File: src/dmr_pkg.sv
package dmr_pkg;

    // ---------------------------------------------------------------
    // Mode-register addresses
    // ---------------------------------------------------------------
    localparam logic [5:0] MA_OSC_RUN_TIME = 6'h17;
    localparam logic [5:0] MA_REFRESH_GUARD = 6'h18;
    localparam logic [5:0] MA_REPAIR_RESOURCE = 6'h19;
    localparam logic [5:0] MA_RESERVED_LO = 6'h1a;
    localparam logic [5:0] MA_RESERVED_HI = 6'h1d;
    localparam logic [5:0] MA_IGNORED_TEST = 6'h1e;

    // ---------------------------------------------------------------
    // Multi-purpose command operands
    // ---------------------------------------------------------------
    localparam logic [6:0] MPC_OSC_STOP = 7'h4d;
    localparam logic [6:0] MPC_OSC_START = 7'h4b;

    // ---------------------------------------------------------------
    // Field positions
    // ---------------------------------------------------------------
    localparam int GUARD_ENABLE_BIT = 7;
    localparam int GUARD_BANK_MSB = 6;
    localparam int GUARD_BANK_LSB = 4;
    localparam int UNLIMITED_BIT = 3;
    localparam int RUN_MODE_MSB = 7;
    localparam int RUN_MODE_LSB = 6;
    localparam int RUN_CODE_MSB = 5;

    // ---------------------------------------------------------------
    // Reset and fixed read values
    // ---------------------------------------------------------------
    localparam logic [7:0] RUN_TIME_RESET = 8'h00;
    localparam logic GUARD_ENABLE_RESET = 1'b0;
    localparam logic [2:0] GUARD_BANK_RESET = 3'h0;
    localparam logic UNLIMITED_ACTIVATE = 1'b1;
    localparam logic [2:0] MAX_ACTIVATE_COUNT = 3'h0;
    localparam logic [7:0] RESERVED_READ = 8'h00;

    // ---------------------------------------------------------------
    // Oscillator stop counts in link clocks
    // ---------------------------------------------------------------
    localparam int OSC_CNT_W = 14;
    localparam logic [3:0] RUN_CODE_SHIFT_PAD = 4'h0;
    localparam logic [13:0] OSC_STOP_MODE1 = 14'h0800;
    localparam logic [13:0] OSC_STOP_MODE2 = 14'h1000;
    localparam logic [13:0] OSC_STOP_MODE3 = 14'h2000;
    localparam logic [1:0] RUN_MODE_CODE = 2'h0;
    localparam logic [1:0] RUN_MODE_2K = 2'h1;
    localparam logic [1:0] RUN_MODE_4K = 2'h2;

    // ---------------------------------------------------------------
    // Command bundle sampled on the link clock
    // ---------------------------------------------------------------
    typedef struct packed {
        logic mrw;
        logic mrr;
        logic mpc;
        logic [5:0] addr;
        logic [7:0] op;
    } dmr_cmd_t;

endpackage : dmr_pkg

File: src/dmr_sync.sv
`timescale 1ns/1ps
module dmr_sync #(
    parameter int WIDTH = 1
) (
    // Clock and reset
    input wire logic clk,
    input wire logic reset,
    // Data
    input wire logic [WIDTH-1:0] async_in,
    output logic [WIDTH-1:0] sync_out
);

    logic [WIDTH-1:0] stage1;

    always_ff @(posedge clk)
    begin
        if (reset)
        begin
            stage1 <= '0;
            sync_out <= '0;
        end
        else
        begin
            stage1 <= async_in;
            sync_out <= stage1;
        end
    end

endmodule : dmr_sync

File: src/dmr_mode_regs.sv
`timescale 1ns/1ps
// Functional notes
// - Decode addresses 17h, 18h, 19h, 1Eh.
// - Codes 1-63 stop oscillator after code*16.
// - Modes 01/10 stop after 2048/4096 clocks.
// - Zero code runs until stop command.
// - Write-only guard enable and bank select.
// - Bit 3 chooses count or unlimited.
// - Report zero count, no activate limit.
// - Unlimited means no activation limit applies.
// - One repair-available bit per bank.
// - Test register writes are ignored.
// - Write and read registers by address.
// - Start command clears the oscillator count.
module dmr_mode_regs #(
    parameter logic [13:0] STOP_CLKS_MODE3 = dmr_pkg::OSC_STOP_MODE3,
    parameter int BANKS = 8
) (
    // Clock and reset
    input wire logic clk,
    input wire logic reset,
    // Link from the controller
    input wire logic link_ck,
    input wire dmr_pkg::dmr_cmd_t link_cmd,
    // Repair fuse status per bank
    input wire logic [BANKS-1:0] repair_resource_available,
    // Read answer
    output logic [7:0] rd_data,
    output logic rd_valid,
    // Row-hammer guard controls
    output logic hammer_guard_enable,
    output logic [2:0] hammer_guard_bank,
    // Oscillator
    output logic osc_running,
    output logic [15:0] osc_count
);

    // ---------------------------------------------------------------
    // Input synchronisation and link edge detection
    // ---------------------------------------------------------------
    logic s_ck;
    dmr_pkg::dmr_cmd_t s_cmd;
    logic [BANKS-1:0] s_repair;
    logic ck_prev;
    logic [7:0] run_time;
    logic [13:0] osc_elapsed;

    dmr_sync #(.WIDTH(1 + $bits(dmr_pkg::dmr_cmd_t) + BANKS)) u_sync (
        .clk(clk),
        .reset(reset),
        .async_in({link_ck, link_cmd, repair_resource_available}),
        .sync_out({s_ck, s_cmd, s_repair})
    );

    wire ck_rise = s_ck & ~ck_prev;
    wire wr_take = ck_rise & s_cmd.mrw;
    wire rd_take = ck_rise & s_cmd.mrr;
    wire mpc_take = ck_rise & s_cmd.mpc;

    // ---------------------------------------------------------------
    // Address decode
    // ---------------------------------------------------------------
    wire hit_run = s_cmd.addr == dmr_pkg::MA_OSC_RUN_TIME;
    wire hit_guard = s_cmd.addr == dmr_pkg::MA_REFRESH_GUARD;
    wire hit_repair = s_cmd.addr == dmr_pkg::MA_REPAIR_RESOURCE;
    wire hit_test = s_cmd.addr == dmr_pkg::MA_IGNORED_TEST;
    wire hit_rsv = s_cmd.addr >= dmr_pkg::MA_RESERVED_LO && s_cmd.addr <= dmr_pkg::MA_RESERVED_HI;

    // ---------------------------------------------------------------
    // Read multiplexer
    // ---------------------------------------------------------------
    wire [7:0] guard_read = {4'h0, dmr_pkg::UNLIMITED_ACTIVATE, dmr_pkg::MAX_ACTIVATE_COUNT};
    wire [7:0] repair_read = 8'(s_repair);
    logic [7:0] next_rd_data;
    always_comb
    begin
        if (hit_guard)
            next_rd_data = guard_read;
        else if (hit_repair)
            next_rd_data = repair_read;
        else
            next_rd_data = dmr_pkg::RESERVED_READ;
    end

    // ---------------------------------------------------------------
    // Oscillator stop limit
    // ---------------------------------------------------------------
    wire [1:0] run_mode = run_time[dmr_pkg::RUN_MODE_MSB:dmr_pkg::RUN_MODE_LSB];
    wire auto_stop = run_time != 8'h00;
    logic [13:0] stop_limit;
    always_comb
    begin
        case (run_mode)
            dmr_pkg::RUN_MODE_CODE: stop_limit = {4'h0, run_time[dmr_pkg::RUN_CODE_MSB:0],
                                                   dmr_pkg::RUN_CODE_SHIFT_PAD};
            dmr_pkg::RUN_MODE_2K: stop_limit = dmr_pkg::OSC_STOP_MODE1;
            dmr_pkg::RUN_MODE_4K: stop_limit = dmr_pkg::OSC_STOP_MODE2;
            default: stop_limit = STOP_CLKS_MODE3;
        endcase
    end

    wire osc_start = mpc_take && s_cmd.op[6:0] == dmr_pkg::MPC_OSC_START;
    wire osc_stop_cmd = mpc_take && s_cmd.op[6:0] == dmr_pkg::MPC_OSC_STOP && !auto_stop;
    wire osc_tick = osc_running && ck_rise;
    wire [13:0] next_elapsed = osc_elapsed + 14'h0001;
    wire osc_done = osc_tick && auto_stop && next_elapsed == stop_limit;
    wire [15:0] next_count = (osc_count == 16'hffff) ? osc_count : osc_count + 16'h0001;

    // ---------------------------------------------------------------
    // Register writes and read answer
    // ---------------------------------------------------------------
    always_ff @(posedge clk)
    begin
        if (reset)
        begin
            ck_prev <= 1'b0;
            run_time <= dmr_pkg::RUN_TIME_RESET;
            hammer_guard_enable <= dmr_pkg::GUARD_ENABLE_RESET;
            hammer_guard_bank <= dmr_pkg::GUARD_BANK_RESET;
            rd_data <= 8'h00;
            rd_valid <= 1'b0;
        end
        else
        begin
            ck_prev <= s_ck;
            rd_valid <= rd_take;
            if (rd_take)
                rd_data <= next_rd_data;
            if (wr_take && hit_run)
                run_time <= s_cmd.op;
            if (wr_take && hit_guard)
            begin
                hammer_guard_enable <= s_cmd.op[dmr_pkg::GUARD_ENABLE_BIT];
                hammer_guard_bank <= s_cmd.op[dmr_pkg::GUARD_BANK_MSB:dmr_pkg::GUARD_BANK_LSB];
            end
        end
    end

    // ---------------------------------------------------------------
    // Oscillator timer
    // ---------------------------------------------------------------
    always_ff @(posedge clk)
    begin
        if (reset)
        begin
            osc_running <= 1'b0;
            osc_elapsed <= 14'h0000;
            osc_count <= 16'h0000;
        end
        else if (osc_start)
        begin
            osc_running <= 1'b1;
            osc_elapsed <= 14'h0000;
            osc_count <= 16'h0000;
        end
        else if (osc_stop_cmd || osc_done)
        begin
            osc_running <= 1'b0;
            osc_count <= osc_tick ? next_count : osc_count;
        end
        else if (osc_tick)
        begin
            osc_elapsed <= next_elapsed;
            osc_count <= next_count;
        end
    end
endmodule : dmr_mode_regs

File: config.mk
export PLATFORM = sky130hd
export DESIGN_NAME = dmr_mode_regs
export DESIGN_NICKNAME = d
export VERILOG_FILES = /design/src/dmr_pkg.sv /design/src/dmr_sync.sv /design/src/dmr_mode_regs.sv
export SDC_FILE = /design/constraint.sdc
export NUM_CORES = 1
export LEC_CHECK = 0
export BUFFER_PORTS_ARGS = -buffer_cell sky130_fd_sc_hd__buf_4
export CAP_MARGIN = 20
export CORE_MARGIN = 1.5
export CORE_UTILIZATION = 57
export DETAILED_ROUTE_END_ITERATION = 8
export PLACE_DENSITY_LB_ADDON = 0.2
export SETUP_SLACK_MARGIN = 0.02
export SYNTH_ARGS = -nofsm -noshare
export SYNTH_HDL_FRONTEND = slang
export SYNTH_SLANG_ARGS = --single-unit
File: constraint.sdc
create_clock -name clk -period 2.9 [get_ports clk]
set_clock_uncertainty 0.05 [all_clocks]
set_input_delay 0.145 -clock clk [delete_from_list [all_inputs] [get_ports clk]]
set_output_delay 0.145 -clock clk [all_outputs]
set_load 0.01 [all_outputs]
==> results of run 1 <==
what timing repair did:
item | in CTS | in global routing
endpoints found under the setup margin | 0 | 14
gates resized for setup | 0 | 4
endpoints found under the hold margin | 26 | 0
hold buffers | 26 | 0
worst min-delay path by stage:
stage,startpoint,end,slack (ns)
2_1_floorplan,repair_resource_available[0],u_sync.stage1[0],0.22
3_3_place_gp,repair_resource_available[6],u_sync.stage1[6],0.30
3_5_place_dp,link_cmd[1],u_sync.stage1[9],0.31
4_1_cts,reset,rd_data[3],0.24
5_1_grt,reset,u_sync.stage1[11],0.27
6_report,reset,run_time[0],0.26
through the flow:
step | util [%] | cells | area (um^2)
6_report | 72.0 | 686 | 5560
3_3_place_gp | 66.0 | 644 | 5100
5_1_grt | 72.0 | 686 | 5560
4_1_cts | 71.8 | 686 | 5550
2_1_floorplan | - | 498 | 4560
3_5_place_dp | 66.0 | 644 | 5100
report_power, final:
part / internal, mW / switching, mW / total [mW] / leakage [nW]
clock: 0.329 / 0.520 / 0.850 / 0.0867
combinational: 0.0701 / 0.0458 / 0.116 / 1.19
sequential: 1.47 / 0.00985 / 1.48 / 0.858
sequential cells by signal, indices dropped and copies added (netlist names), 3 cells and up:
signal,count
u_sync.stage1,26
u_sync.sync_out,26
osc_count,16
osc_elapsed,14
rd_data,8
run_time,8
hammer_guard_bank,3
worst reg2reg max path, cell delays in order (launching register included):
cell,delay [ns]
dfxtp_2,0.44
ha_1,0.30
nand3_2,0.19
o31a_1,0.36
or4_4,0.54
o41ai_4,0.43
a211oi_1,0.16
mux2i_1,0.14
routing by layer:
layer / share of wire, % / track usage [%] / wire length, um
met1: 46 / 30.4 / 4540
met2: 49 / 41.4 / 4790
met3: 3.6 / 5.01 / 352
met4: 1.2 / 8.21 / 115
met5: 0 / 0 / 0
placed cells by master (no fill, tap or decap), types with 5 or more instances in the layout:
cell / Yosys / routed
nand4_1: 11 / 11
xnor2_1: 14 / 14
inv_1: 6 / 6
nor2_1: 57 / 57
nand2_1: 40 / 40
mux2i_1: 25 / 25
nor4_1: 6 / 6
and3_1: 9 / 8
dlygate4sd3_1: 0 / 26
xor2_1: 10 / 10
a22oi_1: 8 / 8
a21oi_1: 12 / 12
o211ai_1: 11 / 11
nor2b_1: 56 / 56
nand2b_1: 17 / 17
nand3_1: 14 / 13
dfxtp_1: 105 / 104
buf_4: 4 / 72
nor3_1: 10 / 9
clkbuf_8: 0 / 9
o2111ai_1: 5 / 5
final cells by class:
cell class,instances,share of cell area [%]
Clock inverter,6,1.03
Clock buffer,10,2.29
Tap cell,102,2.29
Sequential cell,105,37.8
Inverter,6,0.405
Multi-Input combinational cell,359,41.8
Timing Repair Buffer,98,14.4
kinds of logic (layout without fill, tap and decap cells):
group | Yosys count | after routing | synth area share, %
buf+inv | 34 | 120 | 3.29
xor+xnor | 24 | 24 | 4.61
simple gates | 244 | 244 | 29.1
fa+ha+maj | 2 | 2 | 0.548
compound gates | 64 | 64 | 10.9
flops | 105 | 105 | 46.1
mux | 25 | 25 | 5.48
==> key figures, run 1 <==
Clock tree
  • CTS Sinks: 105
  • Clk_lat worst skew: 0.37 ns
  • Total CTS buffers: 9
  • Clk slew on worst S/H paths: 0.10 ns
  • Clock Tree Root: clkbuf_8
  • Setup Buffers After CTS: 0
  • Buffer depth of the longest clock path: 2
  • # H-tree levels: 3
  • CTS tree: built

Power and ir drop
  • Tot Pwr: 2.45 mW
  • Pwr dens: 441 nW/um^2
  • Static leakage: 2.14 nW
  • VDD IR max: 0.379 mV

STA
  • Unrepaired setup endpoints after global routing: true
  • Setup Viol. Count Final: 0
  • Worst setup margin: 0.208 ns
  • Final TNS setup: 0 ns
  • Final Cycle Share: 92.8%
  • Slew headroom: 43.8%
  • Final Hold Slack: 0.259 ns
  • Period minus WS final: 2.69 ns
  • Slew @ Worst Pin: 0.839 ns
  • FMAX: 0.371 GHz
  • Slew Viols, Final: 0
  • Final hold violation count: 0

Setup path
  • Arrival @ worst endpoint: 2.90 ns
  • Crit-path max FO: 10
  • CP Capture Type: flop
  • Crit. Startpoint: osc_elapsed[0]
  • Reg-to-Reg End: osc_elapsed[10]
  • Critical path launch point type: flop
  • Crit path buffers/inverters: 0
  • Top delay family on crit path: compound AO/OA/AOI/OAI gates
  • WP depth: 7
  • CP Data Required Time: 3.11 ns
  • Worst reg-to-reg path cell count: 7
  • Crit Path Category: reg2reg
  • Setup slack, reg-to-reg: 0.21 ns
  • Max incr delay on CP: 0.54 ns
  • Cell Chain, Critical Path: ha_1, nand3_2, o31a_1, or4_4, o41ai_4, a211oi_1, mux2i_1
  • Reg-to-Reg Start: osc_elapsed[0]
  • Slowest-stage cell, CP: or4_4
  • Worst setup endpoint: osc_elapsed[10]

Synthesis
  • Netlist Area Pre-Place: 4560 um^2
  • Dominant synthesized flop cell: dfxtp_1
  • Yosys top cell by area: dfxtp_1
  • Seq/Total Area, Yosys: 46.1%
  • FF+latch count, synth: 105
  • Post-synth EDFFs: 0
  • Ranking of synthesized cells by area: dfxtp_1 (46%), nor2b_1 (7.7%), mux2i_1 (5.5%), nor2_1 (4.7%), nand2_1 (3.3%)
  • Most frequent cell after synthesis: dfxtp_1
  • Yosys cell types: 62
  • Mean Syn Cell Area: 9.16 um^2
  • Most frequent cells after synthesis: dfxtp_1 (105), nor2_1 (57), nor2b_1 (56)
  • Share of the synthesized area in the top cell type: 46.1%
  • Syn nets: 528
  • Yosys warnings: 0
  • FFs w/ async S/R, synth: 0%
  • Cells after Synth: 498

Global routing
  • Largest net degree at the start of global routing: 78
  • Initial antenna violation count: 0
  • Grt ovf: 0
  • First-pass GRT wire length: 16.4 mm
  • Gr usage total: 24.3%
  • Number of global-route vias before repair: 3535

Layout
  • Total Nets Final: 609
  • Area of the multi-input gates: 2320 um^2
  • # diodes: 0
  • Area grow syn2layout: 21.9%
  • FF/Latch Area: 2100 um^2
  • Layout fillers: 568
  • Layout cell share with drive strength beyond 1: 17.8%

Placement
  • PortBufs: 57
  • Pre-CTS setup slack: 0.102 ns
  • Routability cong.: 0.929
  • Detailed Place HPWL: 6.76 mm

Floorplanning
  • Row count: 32
  • Die height: 92.5 um
  • IO Count: 58
  • Die area: 8550 um^2
  • Initial Util: 59.1%
  • Die Span X: 92.5 um
  • Core ar.: 7730 um^2

Drt
  • Drt total wl: 9.80 mm
  • Via count: 3731
  • Remaining antenna violation count: 0
  • Wirelength per Cell: 14.3 um
  • Vias per cell: 5.44
  • Drt initial violations: 251
  • Pre-antenna DRT Iters: 4
  • Post-route DRC: 0

Job
  • Max-cap violations: 0

Worst hold path
  • Worst Hold Class: in2reg
  • Worst hold path cell count: 2

Run status
  • Run status: finished clean
Power figures use the tool's default switching activity.
==> run 2: changes to the inputs <==
--- a/config.mk
+++ b/config.mk
@@ -5,6 +5,7 @@
 export SDC_FILE = /design/constraint.sdc
 export NUM_CORES = 1
 export LEC_CHECK = 0
+export ABC_AREA = 1
 export BUFFER_PORTS_ARGS = -buffer_cell sky130_fd_sc_hd__buf_4
 export CAP_MARGIN = 20
 export CORE_MARGIN = 1.5
==> run 2 against run 1 <==
Synthesized cell count increased by 25%. Count of clock-buffer cells in the layout is 1 lower. Combinational power grew 8%. Wire length down 6.2%. Final cell count grew 17%. Power up 2.2%. Fmax is 15% higher. Critical endpoint is now osc_elapsed[0]. Via count up 5.3%. Cell area is 4.0% lower. Highest routed layer unchanged. Largest cell class is now sequential cells. Non-clock buffer count is 13 lower.
==> key figures, run 2 <==
Run status
  • Run status: finished clean

Layout
  • Final instance area: 5340 um^2 (-4.0%)
  • Area grow syn2layout: 21.8% (about the same)
  • Top flop regs: u_sync.stage1 (26), u_sync.sync_out (26), osc_count (16)
  • Total Nets Final: 732 (+20%)
  • Layout cell share with drive strength beyond 1: 13.0% (-4.8 points)
  • Cell Count, Final, Fillers Out: 806 (+17%)
  • Commonest non-fill, non-tap cell in the layout: nand2_1
  • # diodes: 0 (unchanged)
  • Most frequent cells in the layout: nand2_1 (124), inv_1 (117), nor2_1 (109), dfxtp_1 (105), buf_4 (59)

STA
  • Period minus WS final: 2.35 ns (-0.347 ns)
  • Final hold violation count: 0 (unchanged)
  • Slew headroom: 45.7% (+1.9 points)
  • FMAX: 0.426 GHz (+15%)
  • Final Cycle Share: 80.9% (-12 points)
  • Final TNS setup: 0 ns (unchanged)
  • Slew Viols, Final: 0 (unchanged)
  • Unrepaired setup endpoints after global routing: false
  • Slew @ Worst Pin: 0.808 ns (-0.0308 ns)
  • Setup Viol. Count Final: 0 (unchanged)

Synthesis
  • Post-synth EDFFs: 0 (unchanged)
  • Dominant synthesized flop cell: dfxtp_1
  • Netlist Area Pre-Place: 4380 um^2 (-4.0%)
  • Largest family of logic cells by synthesized area: simple AND/OR/NAND/NOR gates
  • FFs w/ async S/R, synth: 0% (unchanged)
  • Syn nets: 653 (+24%)
  • Mux share of post-synthesis cell area: 0% (-5.5 points)
  • Yosys warnings: 0 (unchanged)
  • Most frequent cell after synthesis: nand2_1
  • FF+latch count, synth: 105 (unchanged)
  • XOR/XNOR share of the synthesized area: 1.00% (-3.6 points)
  • Seq/Total Area, Yosys: 48.0% (+1.9 points)
  • Yosys top cell by area: dfxtp_1
  • Most frequent cells after synthesis: nand2_1 (124), inv_1 (117), nor2_1 (109)
  • Post-Synth Adder-Cell Area: 0.571% (+0.023 points)
  • Mean Syn Cell Area: 7.03 um^2 (-23%)
  • Cells after Synth: 623 (+25%)
  • Synth Area in Simple Gates: 32.1% (+3.0 points)
  • Share of the synthesized area in the top cell type: 48.0% (+1.9 points)
  • Ranking of synthesized cells by area: dfxtp_1 (48%), nand2_1 (11%), inv_1 (10%), nor2_1 (9.3%), nand3_1 (4.0%)
  • Yosys cell types: 29 (-53%)
  • Compound-gate portion of the synthesized area: 6.31% (-4.6 points)

Global routing
  • Gr usage total: 23.6% (-0.67 points)
  • First-pass GRT wire length: 15.8 mm (-3.4%)
  • GRT busiest layer: met2
  • Met3 Use GR: 5.72% (+0.72 points)
  • Global Route met1 Usage: 27.8% (-2.6 points)
  • Initial antenna violation count: 0 (unchanged)
  • Grt ovf: 0 (unchanged)
  • Largest net degree at the start of global routing: 60 (-23%)
  • Met2 usage: 42.9% (+1.4 points)
  • Number of global-route vias before repair: 3682 (+4.2%)

Clock tree
  • PostCTS Resize Cnt: 0 (unchanged)
  • Total CTS buffers: 9 (unchanged)
  • Clk_lat worst skew: 0.37 ns (about the same)
  • Clock Tree Root: clkbuf_8
  • Buffer depth of the longest clock path: 2 (unchanged)
  • CTS Sinks: 105 (unchanged)
  • CTS tree: built
  • # H-tree levels: 3 (unchanged)
  • Clk slew on worst S/H paths: 0.11 ns (about the same)
  • Setup Buffers After CTS: 0 (unchanged)

Placement
  • Inst Count DP: 764 (+19%)
  • Detailed Place HPWL: 6.10 mm (-9.8%)
  • Routability cong.: 0.883 (-4.9%)
  • Placed instance area: 4870 um^2 (-4.6%)
  • PortBufs: 57 (unchanged)

Power and ir drop
  • VDD IR max: 0.409 mV (+8.0%)
  • Static leakage: 2.50 nW (+17%)
  • Pwr dens: 469 nW/um^2 (+6.5%)

Setup path
  • Max incr delay on CP: 0.43 ns (-0.11 ns)
  • Worst setup endpoint: osc_elapsed[0]
  • Slowest-stage cell, CP: dfxtp_1
  • Reg-to-Reg Start: osc_elapsed[1]
  • Critical path launch point type: flop
  • CP Capture Type: flop
  • Arrival @ worst endpoint: 2.54 ns (-0.36 ns)
  • Worst reg-to-reg path cell count: 16 (+9)
  • Cell Chain, Critical Path: ha_1, nand2_2, nor2_4, nand2_1, nand2_1, nand2_1, nand2_1, nand2_1, nor2_1, nand2_1, nor2_1, nand2_2, nand3_4, nand2_1, nand2_1, nor2_1
  • CP Data Required Time: 3.10 ns (about the same)
  • Setup slack, reg-to-reg: 0.55 ns (+0.35 ns)
  • Reg-to-Reg End: osc_elapsed[0]
  • CP most frequent cell: nand2_1
  • Crit-path max FO: 19 (+9)
  • Crit. Startpoint: osc_elapsed[1]
  • Crit Path Category: reg2reg

Floorplanning
  • Initial Util: 59.8% (+0.70 points)
  • Core ar.: 7330 um^2 (-5.1%)
  • Die height: 90.7 um (-2.0%)
  • Row count: 31 (-3.1%)
  • Die area: 8220 um^2 (-3.9%)
  • IO Count: 58 (unchanged)
  • Die Span X: 90.7 um (-2.0%)

Drt
  • Pre-antenna DRT Iters: 5 (+1)
  • Vias per cell: 4.87 (-10%)
  • Wirelength per Cell: 11.4 um (-20%)
  • Remaining antenna violation count: 0 (unchanged)
  • Drt initial violations: 128 (-49%)
  • Drt total wl: 9.20 mm (-6.2%)
  • Post-route DRC: 0 (unchanged)
  • Via count: 3928 (+5.3%)

Worst hold path
  • Worst Hold Class: in2reg

Job
  • Max-cap violations: 0 (unchanged)
-- run 2: cells by family (layout without fill, tap and decap cells) --
logic type / after synthesis / count (layout)
compound gates: 55 / 55
xor+xnor: 5 / 5
fa+ha+maj: 2 / 2
buf+inv: 137 / 221
flops: 105 / 105
simple gates: 319 / 319
-- run 2: stage by stage --
stage                     util (%)  power, mW  setup slack (ns)  hold WS (ns)
final                         72.8       2.50             0.555         0.244
after global routing          72.8       2.61             0.337         0.269
after CTS                     72.8       2.52             0.585         0.215
after detailed placement      66.4       1.61             0.604         0.301
after global placement        66.4       1.61             0.755         0.296
after floorplan                  -       1.57             0.974         0.202
-- run 2: worst min-delay path by stage --
stage / start / end / slack, ns / cells past startpoint
3_5_place_dp: link_cmd[16] / u_sync.stage1[24] / 0.30 / 3
5_1_grt: reset / run_time[7] / 0.27 / 4
4_1_cts: reset / hammer_guard_enable / 0.22 / 4
6_report: reset / run_time[7] / 0.24 / 4
2_1_floorplan: repair_resource_available[0] / u_sync.stage1[0] / 0.20 / 2
3_3_place_gp: link_cmd[12] / u_sync.stage1[20] / 0.30 / 3
-- run 2: cell type report --
cell class              count  area, um^2
clock buffers               9         124
clock inverters             7        82.6
fillers                   600        1990
inverters                 120         450
multi-input cells         381        1750
flip-flops and latches    105        2100
well taps                  99         124
repair buffers             85         703
-- run 2: layer usage --
layer / share of wire (%) / vias up / wire length, um
met2: 51 / 90 / 4700
met3: 4.6 / 11 / 426
met1: 43 / 1760 / 3980
met5: 0 / - / 0
met4: 0.95 / 0 / 87
li1: - / 2067 / -
-- run 2: where the power goes --
| part | internal [mW] | switching, mW | leakage, nW |
|---|---|---|---|
| clock network | 0.346 | 0.550 | 0.101 |
| logic | 0.0642 | 0.0605 | 1.54 |
| registers | 1.48 | 0.00955 | 0.857 |
| total | 1.89 | 0.620 | 2.50 |
-- run 2: critical path: cells and delay by family, from the launching register on --
kind / cells / cell delay [ns]
AND/OR/NAND/NOR: 15 / 1.46
flip-flops: 1 / 0.43
adder cells (fa/ha/maj): 1 / 0.28
-- run 2: timing repair --
| item | CTS | global route |
|---|---|---|
| hold buffers | 26 | 0 |
| setup endpoints to repair | 0 | 0 |
| endpoints found under the hold margin | 26 | 0 |
